--- config.mk ---
export PLATFORM = sky130hd
export DESIGN_NAME = fpe_flash_sequencer
export DESIGN_NICKNAME = d
export VERILOG_FILES = /design/src/logic/fpe_pkg.sv /design/src/logic/fpe_flash_sequencer.sv /design/src/logic/fpe_unlock.sv
export SDC_FILE = /design/constraint.sdc
export NUM_CORES = 1
export LEC_CHECK = 0
export ABC_AREA = 1
export CAP_MARGIN = 5
export CORE_MARGIN = 2
export CORE_UTILIZATION = 30
export DETAILED_ROUTE_END_ITERATION = 7
export DONT_BUFFER_PORTS = 1
export HOLD_SLACK_MARGIN = 0.15
export RECOVER_POWER = 100
export SYNTH_ARGS = -nofsm -noshare
export SYNTH_HDL_FRONTEND = slang
export SYNTH_SLANG_ARGS = --single-unit
--- constraint.sdc ---
create_clock -name i_mclk -period 5 [get_ports i_mclk]
set_clock_uncertainty 0.1 [all_clocks]
set_input_delay 0.5 -clock i_mclk [delete_from_list [all_inputs] [get_ports i_mclk]]
set_output_delay 0.5 -clock i_mclk [all_outputs]
set_load 0.02 [all_outputs]
--- src/logic/fpe_pkg.sv ---
// constants shared by the flash program/erase sequencer
package fpe_pkg;
   // register byte offsets on the system bus
   localparam logic [7:0] OFS_OP_CONTROL = 8'h00;
   localparam logic [7:0] OFS_UNLOCK_KEY = 8'h04;
   localparam logic [7:0] OFS_TARGET_ADDR = 8'h08;
   localparam logic [7:0] OFS_PROGRAM_WORD = 8'h0C;
   localparam logic [7:0] OFS_ROW_SOURCE = 8'h10;
   // flash_op_control field positions
   localparam int BIT_START = 15;
   localparam int BIT_PROGRAM_ENABLE = 14;
   localparam int BIT_OP_FAIL = 13;
   localparam int BIT_LOW_VOLT_ERROR = 12;
   localparam int BIT_LOW_VOLT_ACTIVE = 11;
   localparam int OP_SELECT_LSB = 0;
   localparam int OP_SELECT_W = 4;
   // reset values
   localparam logic [31:0] RESET_WORD = 32'h0000_0000;
   localparam logic [3:0] RESET_OP = 4'h0;
   // operation codes
   localparam logic [3:0] OP_NONE = 4'h0;
   localparam logic [3:0] OP_WORD_PROGRAM = 4'h1;
   localparam logic [3:0] OP_NONE_2 = 4'h2;
   localparam logic [3:0] OP_ROW_PROGRAM = 4'h3;
   localparam logic [3:0] OP_PAGE_ERASE = 4'h4;
   localparam logic [3:0] OP_ARRAY_ERASE = 4'h5;
   localparam logic [3:0] OP_NONE_6 = 4'h6;
   // geometry in bytes
   localparam int PAGE_BYTES = 4096;
   localparam int ROW_BYTES = 512;
   localparam int WORD_BYTES = 4;
   localparam int ROW_WORDS = ROW_BYTES / WORD_BYTES;
   // unlock keys; values are arbitrary
   localparam logic [31:0] KEY_FIRST_DEFAULT = 32'h1234_5678;
   localparam logic [31:0] KEY_SECOND_DEFAULT = 32'h8765_4321;
   // commands to the flash array
   typedef enum logic [1:0] {
      FPE_CMD_WORD,
      FPE_CMD_PAGE_ERASE,
      FPE_CMD_ARRAY_ERASE
   } fpe_cmd_e;
endpackage

--- src/logic/fpe_flash_sequencer.sv ---
// flash program/erase sequencer with AHB-Lite register slave
//
// How it works
// - start bit takes a one only when enabled and just unlocked
// - start launches the operation; hardware clears it at completion
// - enable permits start writes and powers the low-voltage detector
// - device reset clears only the enable bit of the control register
// - failed program or erase sets the read-only fail flag
// - low supply with detector on sets the low-voltage error flag
// - low-voltage status follows the detector while it is enabled
// - start with operation none clears the fail and low-voltage error flags
// - operation select is writable only while enable is zero
// - code 0101 erases the whole array unless any page is protected
// - code 0100 erases the addressed page unless it is protected
// - code 0011 programs the addressed row unless it is protected
// - code 0001 programs a word; 0000, 0010, 0110 and reserved do nothing
// - unlock key register is write-only and reads as zero
// - target address is ignored, page, row or word by operation
// - program word register is cleared by power-on reset only
// - row programming fetches its data from the source address
// - a page is 4 KB, a row is 512 bytes
`timescale 1ns/100ps
`default_nettype none
module fpe_flash_sequencer #(
   parameter int ROW_WORDS = fpe_pkg::ROW_WORDS,
   parameter logic [31:0] KEY_FIRST = fpe_pkg::KEY_FIRST_DEFAULT,
   parameter logic [31:0] KEY_SECOND = fpe_pkg::KEY_SECOND_DEFAULT
) (
   // clock, resets, enable
   input wire logic i_mclk,
   input wire logic i_nrst,
   input wire logic i_npor,
   input wire logic i_ce,
   // AHB-Lite slave
   input wire logic i_hsel,
   input wire logic [31:0] i_haddr,
   input wire logic [1:0] i_htrans,
   input wire logic i_hwrite,
   input wire logic [2:0] i_hsize,
   input wire logic [31:0] i_hwdata,
   input wire logic i_hready,
   output logic o_hreadyout,
   output logic o_hresp,
   output logic [31:0] o_hrdata,
   // flash array command port
   output logic o_fl_req,
   output logic [1:0] o_fl_cmd,
   output logic [31:0] o_fl_addr,
   output logic [31:0] o_fl_wdata,
   input wire logic i_fl_done,
   input wire logic i_fl_fail,
   // write protection of the addressed region / of any page
   input wire logic i_tgt_protected,
   input wire logic i_any_protected,
   // row source fetch port
   output logic o_src_req,
   output logic [31:0] o_src_addr,
   input wire logic i_src_ack,
   input wire logic [31:0] i_src_data,
   // low-voltage detector
   output logic o_lvd_enable,
   input wire logic i_low_volt
);
   typedef enum logic [2:0] {
      FPE_IDLE,
      FPE_FLASH,
      FPE_FETCH,
      FPE_ROW_WRITE,
      FPE_FINISH
   } fpe_state_e;

   localparam logic [31:0] PAGE_MASK = ~(32'(fpe_pkg::PAGE_BYTES) - 32'h0000_0001);
   localparam logic [31:0] ROW_MASK = ~(32'(fpe_pkg::ROW_BYTES) - 32'h0000_0001);
   localparam logic [31:0] WORD_MASK = ~(32'(fpe_pkg::WORD_BYTES) - 32'h0000_0001);
   localparam int CNT_W = $clog2(ROW_WORDS);
   localparam logic [1:0] FPE_CMD_WORD_CODE = 2'(fpe_pkg::FPE_CMD_WORD);
   localparam logic [1:0] FPE_CMD_PAGE_CODE = 2'(fpe_pkg::FPE_CMD_PAGE_ERASE);
   localparam logic [1:0] FPE_CMD_ARRAY_CODE = 2'(fpe_pkg::FPE_CMD_ARRAY_ERASE);

   // control register state
   logic program_enable;
   logic start;
   logic op_fail_flag;
   logic low_volt_error;
   logic low_volt_active;
   logic [3:0] op_select;
   // data registers
   logic [31:0] flash_target_address;
   logic [31:0] flash_program_word;
   logic [31:0] row_source_address;
   // bus data phase
   logic ph_valid;
   logic ph_write;
   logic [7:0] ph_addr;
   logic rd_done;
   logic rd_pend;
   logic wr_fire;
   logic wr_ctrl;
   logic wr_key;
   logic unlocked;
   logic start_ok;
   logic clear_evt;
   // sequencer
   fpe_state_e state;
   logic [CNT_W-1:0] word_cnt;
   logic op_failed;
   logic finish_evt;
   logic [31:0] read_mux;

   // ---------------- bus slave ----------------
   // reads take one wait state so read data always come from a flop
   assign rd_pend = ph_valid && !ph_write && !rd_done;
   assign o_hreadyout = !rd_pend;
   assign o_hresp = 1'b0;
   assign wr_fire = ph_valid && ph_write;
   assign wr_ctrl = wr_fire && (ph_addr == fpe_pkg::OFS_OP_CONTROL);
   assign wr_key = wr_fire && (ph_addr == fpe_pkg::OFS_UNLOCK_KEY);

   always_ff @(posedge i_mclk) begin
      if (!i_nrst) begin
         ph_valid <= 1'b0;
         ph_write <= 1'b0;
         ph_addr <= 8'h00;
         rd_done <= 1'b0;
      end else if (i_ce) begin
         if (i_hready) begin
            ph_valid <= i_hsel && i_htrans[1];
            ph_write <= i_hwrite;
            ph_addr <= i_haddr[7:0];
            rd_done <= 1'b0;
         end else if (rd_pend) begin
            rd_done <= 1'b1;
         end
      end
   end

   always_comb begin
      read_mux = 32'h0000_0000;
      if (ph_addr == fpe_pkg::OFS_OP_CONTROL) begin
         read_mux[fpe_pkg::BIT_START] = start;
         read_mux[fpe_pkg::BIT_PROGRAM_ENABLE] = program_enable;
         read_mux[fpe_pkg::BIT_OP_FAIL] = op_fail_flag;
         read_mux[fpe_pkg::BIT_LOW_VOLT_ERROR] = low_volt_error;
         read_mux[fpe_pkg::BIT_LOW_VOLT_ACTIVE] = low_volt_active;
         read_mux[fpe_pkg::OP_SELECT_LSB +: fpe_pkg::OP_SELECT_W] = op_select;
      end else if (ph_addr == fpe_pkg::OFS_UNLOCK_KEY) begin
         read_mux = 32'h0000_0000;
      end else if (ph_addr == fpe_pkg::OFS_TARGET_ADDR) begin
         read_mux = flash_target_address;
      end else if (ph_addr == fpe_pkg::OFS_PROGRAM_WORD) begin
         read_mux = flash_program_word;
      end else if (ph_addr == fpe_pkg::OFS_ROW_SOURCE) begin
         read_mux = row_source_address;
      end
   end

   always_ff @(posedge i_mclk) begin
      if (!i_nrst) begin
         o_hrdata <= fpe_pkg::RESET_WORD;
      end else if (i_ce && rd_pend) begin
         o_hrdata <= read_mux;
      end
   end

   // ---------------- unlock ----------------
   fpe_unlock #(
      .KEY_FIRST(KEY_FIRST),
      .KEY_SECOND(KEY_SECOND)
   ) u_unlock (
      .i_mclk(i_mclk),
      .i_nrst(i_nrst),
      .i_ce(i_ce),
      .i_key_wr(wr_key),
      .i_key_data(i_hwdata),
      .i_other_access(rd_pend || (wr_fire && !wr_key)),
      .o_unlocked(unlocked)
   );

   // start only with enable set, fresh unlock, and nothing running
   assign start_ok = wr_ctrl && i_hwdata[fpe_pkg::BIT_START] && program_enable && unlocked && !start;
   assign clear_evt = start_ok && (op_select == fpe_pkg::OP_NONE);

   // ---------------- control register ----------------
   // device reset touches the enable bit alone; the rest wait for power-on
   always_ff @(posedge i_mclk) begin
      if (!i_nrst || !i_npor) begin
         program_enable <= 1'b0;
      end else if (i_ce && wr_ctrl) begin
         program_enable <= i_hwdata[fpe_pkg::BIT_PROGRAM_ENABLE];
      end
   end

   always_ff @(posedge i_mclk) begin
      if (!i_npor) begin
         op_select <= fpe_pkg::RESET_OP;
      end else if (i_ce && wr_ctrl && !program_enable) begin
         op_select <= i_hwdata[fpe_pkg::OP_SELECT_LSB +: fpe_pkg::OP_SELECT_W];
      end
   end

   // start stays high through the run and drops at completion
   always_ff @(posedge i_mclk) begin
      if (!i_npor) begin
         start <= 1'b0;
      end else if (i_ce) begin
         if (start_ok) begin
            start <= 1'b1;
         end else if (finish_evt) begin
            start <= 1'b0;
         end
      end
   end

   // detector only powered while programming is enabled
   assign o_lvd_enable = program_enable;

   // status follows the detector; a clear cannot hide a live event
   always_ff @(posedge i_mclk) begin
      if (!i_npor) begin
         low_volt_active <= 1'b0;
      end else if (i_ce) begin
         low_volt_active <= program_enable && i_low_volt;
      end
   end

   // sticky flags: a set in the clearing cycle wins
   always_ff @(posedge i_mclk) begin
      if (!i_npor) begin
         low_volt_error <= 1'b0;
      end else if (i_ce) begin
         if (program_enable && i_low_volt) begin
            low_volt_error <= 1'b1;
         end else if (clear_evt) begin
            low_volt_error <= 1'b0;
         end
      end
   end

   always_ff @(posedge i_mclk) begin
      if (!i_npor) begin
         op_fail_flag <= 1'b0;
      end else if (i_ce) begin
         if (finish_evt && op_failed) begin
            op_fail_flag <= 1'b1;
         end else if (clear_evt) begin
            op_fail_flag <= 1'b0;
         end
      end
   end

   // ---------------- data registers ----------------
   always_ff @(posedge i_mclk) begin
      if (!i_nrst) begin
         flash_target_address <= fpe_pkg::RESET_WORD;
         row_source_address <= fpe_pkg::RESET_WORD;
      end else if (i_ce && wr_fire) begin
         if (ph_addr == fpe_pkg::OFS_TARGET_ADDR) begin
            flash_target_address <= i_hwdata;
         end else if (ph_addr == fpe_pkg::OFS_ROW_SOURCE) begin
            row_source_address <= i_hwdata;
         end
      end
   end

   // survives every reset except power-on
   always_ff @(posedge i_mclk) begin
      if (!i_npor) begin
         flash_program_word <= fpe_pkg::RESET_WORD;
      end else if (i_ce && wr_fire && ph_addr == fpe_pkg::OFS_PROGRAM_WORD) begin
         flash_program_word <= i_hwdata;
      end
   end

   // ---------------- sequencer ----------------
   // a device reset does not stop a running operation; half-written flash is worse
   assign finish_evt = (state == FPE_FINISH);
   assign o_fl_req = (state == FPE_FLASH) || (state == FPE_ROW_WRITE);
   assign o_src_req = (state == FPE_FETCH);

   always_ff @(posedge i_mclk) begin
      if (!i_npor) begin
         state <= FPE_IDLE;
         word_cnt <= '0;
         op_failed <= 1'b0;
         o_fl_cmd <= FPE_CMD_WORD_CODE;
         o_fl_addr <= fpe_pkg::RESET_WORD;
         o_fl_wdata <= fpe_pkg::RESET_WORD;
         o_src_addr <= fpe_pkg::RESET_WORD;
      end else if (i_ce) begin
         case (state)
            FPE_IDLE: begin
               word_cnt <= '0;
               if (start_ok) begin
                  op_failed <= 1'b0;
                  state <= FPE_FINISH;
                  if (op_select == fpe_pkg::OP_ARRAY_ERASE) begin
                     // address ignored for the whole array
                     o_fl_cmd <= FPE_CMD_ARRAY_CODE;
                     o_fl_addr <= fpe_pkg::RESET_WORD;
                     op_failed <= i_any_protected;
                     state <= i_any_protected ? FPE_FINISH : FPE_FLASH;
                  end else if (op_select == fpe_pkg::OP_PAGE_ERASE) begin
                     o_fl_cmd <= FPE_CMD_PAGE_CODE;
                     o_fl_addr <= flash_target_address & PAGE_MASK;
                     op_failed <= i_tgt_protected;
                     state <= i_tgt_protected ? FPE_FINISH : FPE_FLASH;
                  end else if (op_select == fpe_pkg::OP_ROW_PROGRAM) begin
                     o_fl_cmd <= FPE_CMD_WORD_CODE;
                     o_fl_addr <= flash_target_address & ROW_MASK;
                     o_src_addr <= row_source_address & WORD_MASK;
                     op_failed <= i_tgt_protected;
                     state <= i_tgt_protected ? FPE_FINISH : FPE_FETCH;
                  end else if (op_select == fpe_pkg::OP_WORD_PROGRAM) begin
                     o_fl_cmd <= FPE_CMD_WORD_CODE;
                     o_fl_addr <= flash_target_address & WORD_MASK;
                     o_fl_wdata <= flash_program_word;
                     op_failed <= i_tgt_protected;
                     state <= i_tgt_protected ? FPE_FINISH : FPE_FLASH;
                  end
                  // other codes fall through to finish as no operation
               end
            end
            FPE_FLASH: begin
               if (i_fl_done) begin
                  op_failed <= i_fl_fail || low_volt_active;
                  state <= FPE_FINISH;
               end
            end
            FPE_FETCH: begin
               if (i_src_ack) begin
                  o_fl_wdata <= i_src_data;
                  state <= FPE_ROW_WRITE;
               end
            end
            FPE_ROW_WRITE: begin
               if (i_fl_done) begin
                  if (i_fl_fail || low_volt_active) begin
                     op_failed <= 1'b1;
                     state <= FPE_FINISH;
                  end else if (word_cnt == CNT_W'(ROW_WORDS - 1)) begin
                     state <= FPE_FINISH;
                  end else begin
                     word_cnt <= word_cnt + 1'b1;
                     o_fl_addr <= o_fl_addr + 32'(fpe_pkg::WORD_BYTES);
                     o_src_addr <= o_src_addr + 32'(fpe_pkg::WORD_BYTES);
                     state <= FPE_FETCH;
                  end
               end
            end
            default: begin
               state <= FPE_IDLE;
            end
         endcase
      end
   end

   // bus size is not checked; only whole-word transfers are expected
   logic unused_ok;
   assign unused_ok = ^{i_hsize, i_htrans[0], i_haddr[31:8]};
endmodule
`default_nettype wire

--- src/logic/fpe_unlock.sv ---
// unlock sequence tracker: two key writes back to back arm one start
`timescale 1ns/100ps
`default_nettype none
module fpe_unlock #(
   parameter logic [31:0] KEY_FIRST = fpe_pkg::KEY_FIRST_DEFAULT,
   parameter logic [31:0] KEY_SECOND = fpe_pkg::KEY_SECOND_DEFAULT
) (
   // clock and reset
   input wire logic i_mclk,
   input wire logic i_nrst,
   input wire logic i_ce,
   // bus activity
   input wire logic i_key_wr,
   input wire logic [31:0] i_key_data,
   input wire logic i_other_access,
   // state
   output logic o_unlocked
);
   typedef enum logic [1:0] {
      FPE_LOCKED,
      FPE_HALF,
      FPE_OPEN
   } fpe_lock_e;
   fpe_lock_e lock_state;

   always_ff @(posedge i_mclk) begin
      if (!i_nrst) begin
         lock_state <= FPE_LOCKED;
      end else if (i_ce) begin
         if (i_other_access) begin
            // any other access, or the start write itself, re-locks
            lock_state <= FPE_LOCKED;
         end else if (i_key_wr) begin
            case (lock_state)
               FPE_LOCKED: lock_state <= (i_key_data == KEY_FIRST) ? FPE_HALF : FPE_LOCKED;
               FPE_HALF: lock_state <= (i_key_data == KEY_SECOND) ? FPE_OPEN :
                  ((i_key_data == KEY_FIRST) ? FPE_HALF : FPE_LOCKED);
               default: lock_state <= (i_key_data == KEY_FIRST) ? FPE_HALF : FPE_LOCKED;
            endcase
         end
      end
   end

   assign o_unlocked = (lock_state == FPE_OPEN);
endmodule
`default_nettype wire
==> reports/metrics.yaml <==
run_status:
  status: "complete, but fails checks"
  violations: "capacitance limit, slew limit"
synthesis:
  synth_edf_count: 0
  ys_types: 53
  ys_seq_area_frac: 0.3772
  synth.top_cell.area_share: 0.3772
  yosys_warnings: 0
  async_flop_share: 0
  synthCells: 2005
  syn_area_per_cell_sq_um: 6.750
  synth.area.top_cells: "dfxtp_1 (38%), nand2_1 (16%), nor2_1 (7.7%)"
  yosys.area.top_type: "dfxtp_1"
  synth-main-ff-cell: "dfxtp_1"
  syn_area_sq_um: 13530
  ys_ff_latch: 255
power:
  vdd_drop_max_v: 0.0002774
  leakage_uw: 0.005764
  p_per_area_nw_per_um2: 358.0
  total_power_uw: 5558
critical_path:
  start_kind: "input port"
  slowest_stage: "clkbuf_1"
  worst-path-buf-inv: 3
  endpoint_kind: "flop"
  worstSetupPathType: "in -> reg"
  cp.arrival_ns: 4.48
  crit_top_cell: "nor2_1"
  cp_max_fo: 41
  slowest_delay_ns: 1.01
  path_delay_family: "buffers and inverters"
  worstPathRequired_ns: 5.41
  crit_chain: "dlygate4sd3_1 > clkinvlp_2 > nor2_1 > and2_2 > clkbuf_1 > nor2_1 > a211oi_2"
timing:
  max_slew_margin: -0.3294
  slew_violations: 59
  min_period_ns: 4.069
  tns_ns: 0
  rsz0062_at_grt: "false"
  fin_crit_sh: 0.8138
  fmax_mhz: 245.8
  hold_viol_final: 0
  worst_pin_slew_ns: 1.992
  setup_viol: 0
die:
  fp.coreArea_sq_um: 44410
  initial_utilization: 0.3047
  chipHeight_um: 216.4
  num_rows: 77
  dieArea_sq_um: 46830
  die_w_um: 216.4
  ios: 249
route:
  wl_per_cell_um: 19.21
  vias: 13680
  viasPerCell: 5.175
  first_pass_iters: 6
  drc: 0
  drt_iter0_markers: 1501
  postRouteAntennaNets: 0
  routed_wl_um: 50780
run:
  maxCapViolCount: 1
clock_tree:
  clockRootBuffer: "clkbuf_16"
  clock_latency_ns: 0.59
  clock_sinks: 255
  htree_levels: 1
  ctsResizeCount: 0
  clock_path_buffers: 3
  cts_inserted_buffers: 30
  cts_tree: "yes"
  path_clk_slew_ns: 0.06
global_routing:
  grt_max_degree: 84
  antenna_found_initial: 4
  use_met1: 0.2757
  grt_pass1_wl_um: 75860
  grt-busiest-layer: "met2"
  gr-total-overflow: 0
  use_met3: 0.05053
  grt_pass1_vias: 12650
  track_usage: 0.2091
  met2_usage: 0.3257
layout:
  final_common_cell: "nand2_1"
  final_cell_mix: "nand2_1 (585), nor2_1 (282), dfxtp_1 (255)"
  final_nets: 2145
  drive_gt1_frac: 0.08484
  syn_to_final_growth_pct: 14.73
worst_hold_path:
  hold_class: "in -> reg"
placement:
  place_congestion: 0.9068
  dp_hpwl_um: 35990
  port-buffer-count: 0
layout make-up:
class | instances | area [sq um]
inverter | 150 | 565.5
clock inverter | 12 | 143.9
tap | 592 | 740.7
clock buffer | 43 | 869.6
sequential | 255 | 5105
fill | 4741 | 28890
multi-input combinational | 1502 | 7209
antenna | 1 | 2.502
timing repair buffer | 89 | 890.9
power breakdown:
group          leakage [uW]  total [uW]  switching, uW  internal (uW)
clock network      0.000500        2260            945           1320
registers           0.00206        2350            219           2130
logic               0.00321         945            657            288
total               0.00576        5560           1820           3740
worst register-to-register path, cell delays in order (launching register included):
cell and delay (ns):
dfxtp_1 0.38, inv_1 0.13, nand3_1 0.09, buf_4 0.58, inv_1 1.09, nand3_1 0.48
nand4_4 0.18, nor2_8 0.53, o21ai_0 0.21, nand2_1 0.09, nor2_1 0.04
final timing paths:
check / start / end / slack, ns / depth (start not counted)
hold / removal: i_hwdata[24] / u_unlock.lock_state[1] / 0.16 / 4
setup / recovery: i_ce / flash_program_word[22] / 0.93 / 7
setup reg to reg: state[2] / o_fl_addr[19] / 0.98 / 10
hold reg to reg: word_cnt[6] / word_cnt[6] / 0.36 / 2
what timing repair did:
item                                    in CTS  in global routing
buffers inserted                             0                  0
endpoints found under the setup margin       0                  0
hold buffers                                80                  0
endpoints found under the hold margin      187                  0
through the flow:
step	worst slack [ns]	hold slack, ns	cells	util	area (sq um)
after floorplan	3.086	0.3341	2009	-	13550
after global placement	1.699	0.3453	2508	0.3104	13780
after detailed placement	1.671	0.3472	2508	0.3104	13780
after CTS	1.661	0.1526	2643	0.3520	15630
after global routing	0.7019	0.1808	2644	0.3496	15530
final	0.9308	0.1601	2644	0.3496	15530
synthesized netlist by cell type (all sizes together), types with 10 or more instances:
| cell type | count |
|---|---|
| a211oi | 33 |
| buf | 45 |
| nor3 | 13 |
| nor2 | 291 |
| xor2 | 12 |
| nand2 | 614 |
| nand4 | 21 |
| a21oi | 187 |
| o21ai | 170 |
| dfxtp | 255 |
| nor4 | 10 |
| nand3 | 100 |
| clkbuf | 57 |
| inv | 148 |
per-layer routing:
| layer | up-vias | wire [um] | part of all wire |
|---|---|---|---|
| met5 | - | 23 | 0.00045 |
| met4 | 4 | 2249 | 0.044 |
| met3 | 112 | 4982 | 0.098 |
| met2 | 640 | 22240 | 0.44 |
| met1 | 6385 | 21280 | 0.42 |
| li1 | 6543 | - | - |
kinds of logic (layout without fill, tap and decap cells):
family | Yosys count | after routing | share of synthesized area
AOI/OAI and AO/OA | 409 | 409 | 0.1796
xor gates and xnor gates | 17 | 17 | 0.01100
adders and majority gates | 3 | 3 | 0.002774
buffers and inverters | 252 | 294 | 0.08477
DFF | 255 | 255 | 0.3772
muxes | 2 | 2 | 0.001479
other | 1 | 6 | 0.0002771
and+or+nand+nor | 1066 | 1066 | 0.3429
state kept, by name, indices dropped and copies added, names as in the netlist, 7 cells and up:
register              flops
o_fl_addr                30
o_hrdata                 32
o_fl_wdata               32
word_cnt                  7
flash_target_address     32
flash_program_word       32
o_src_addr               30
ph_addr                   8
row_source_address       32
Note: power is estimated with default switching activity, not from simulation.
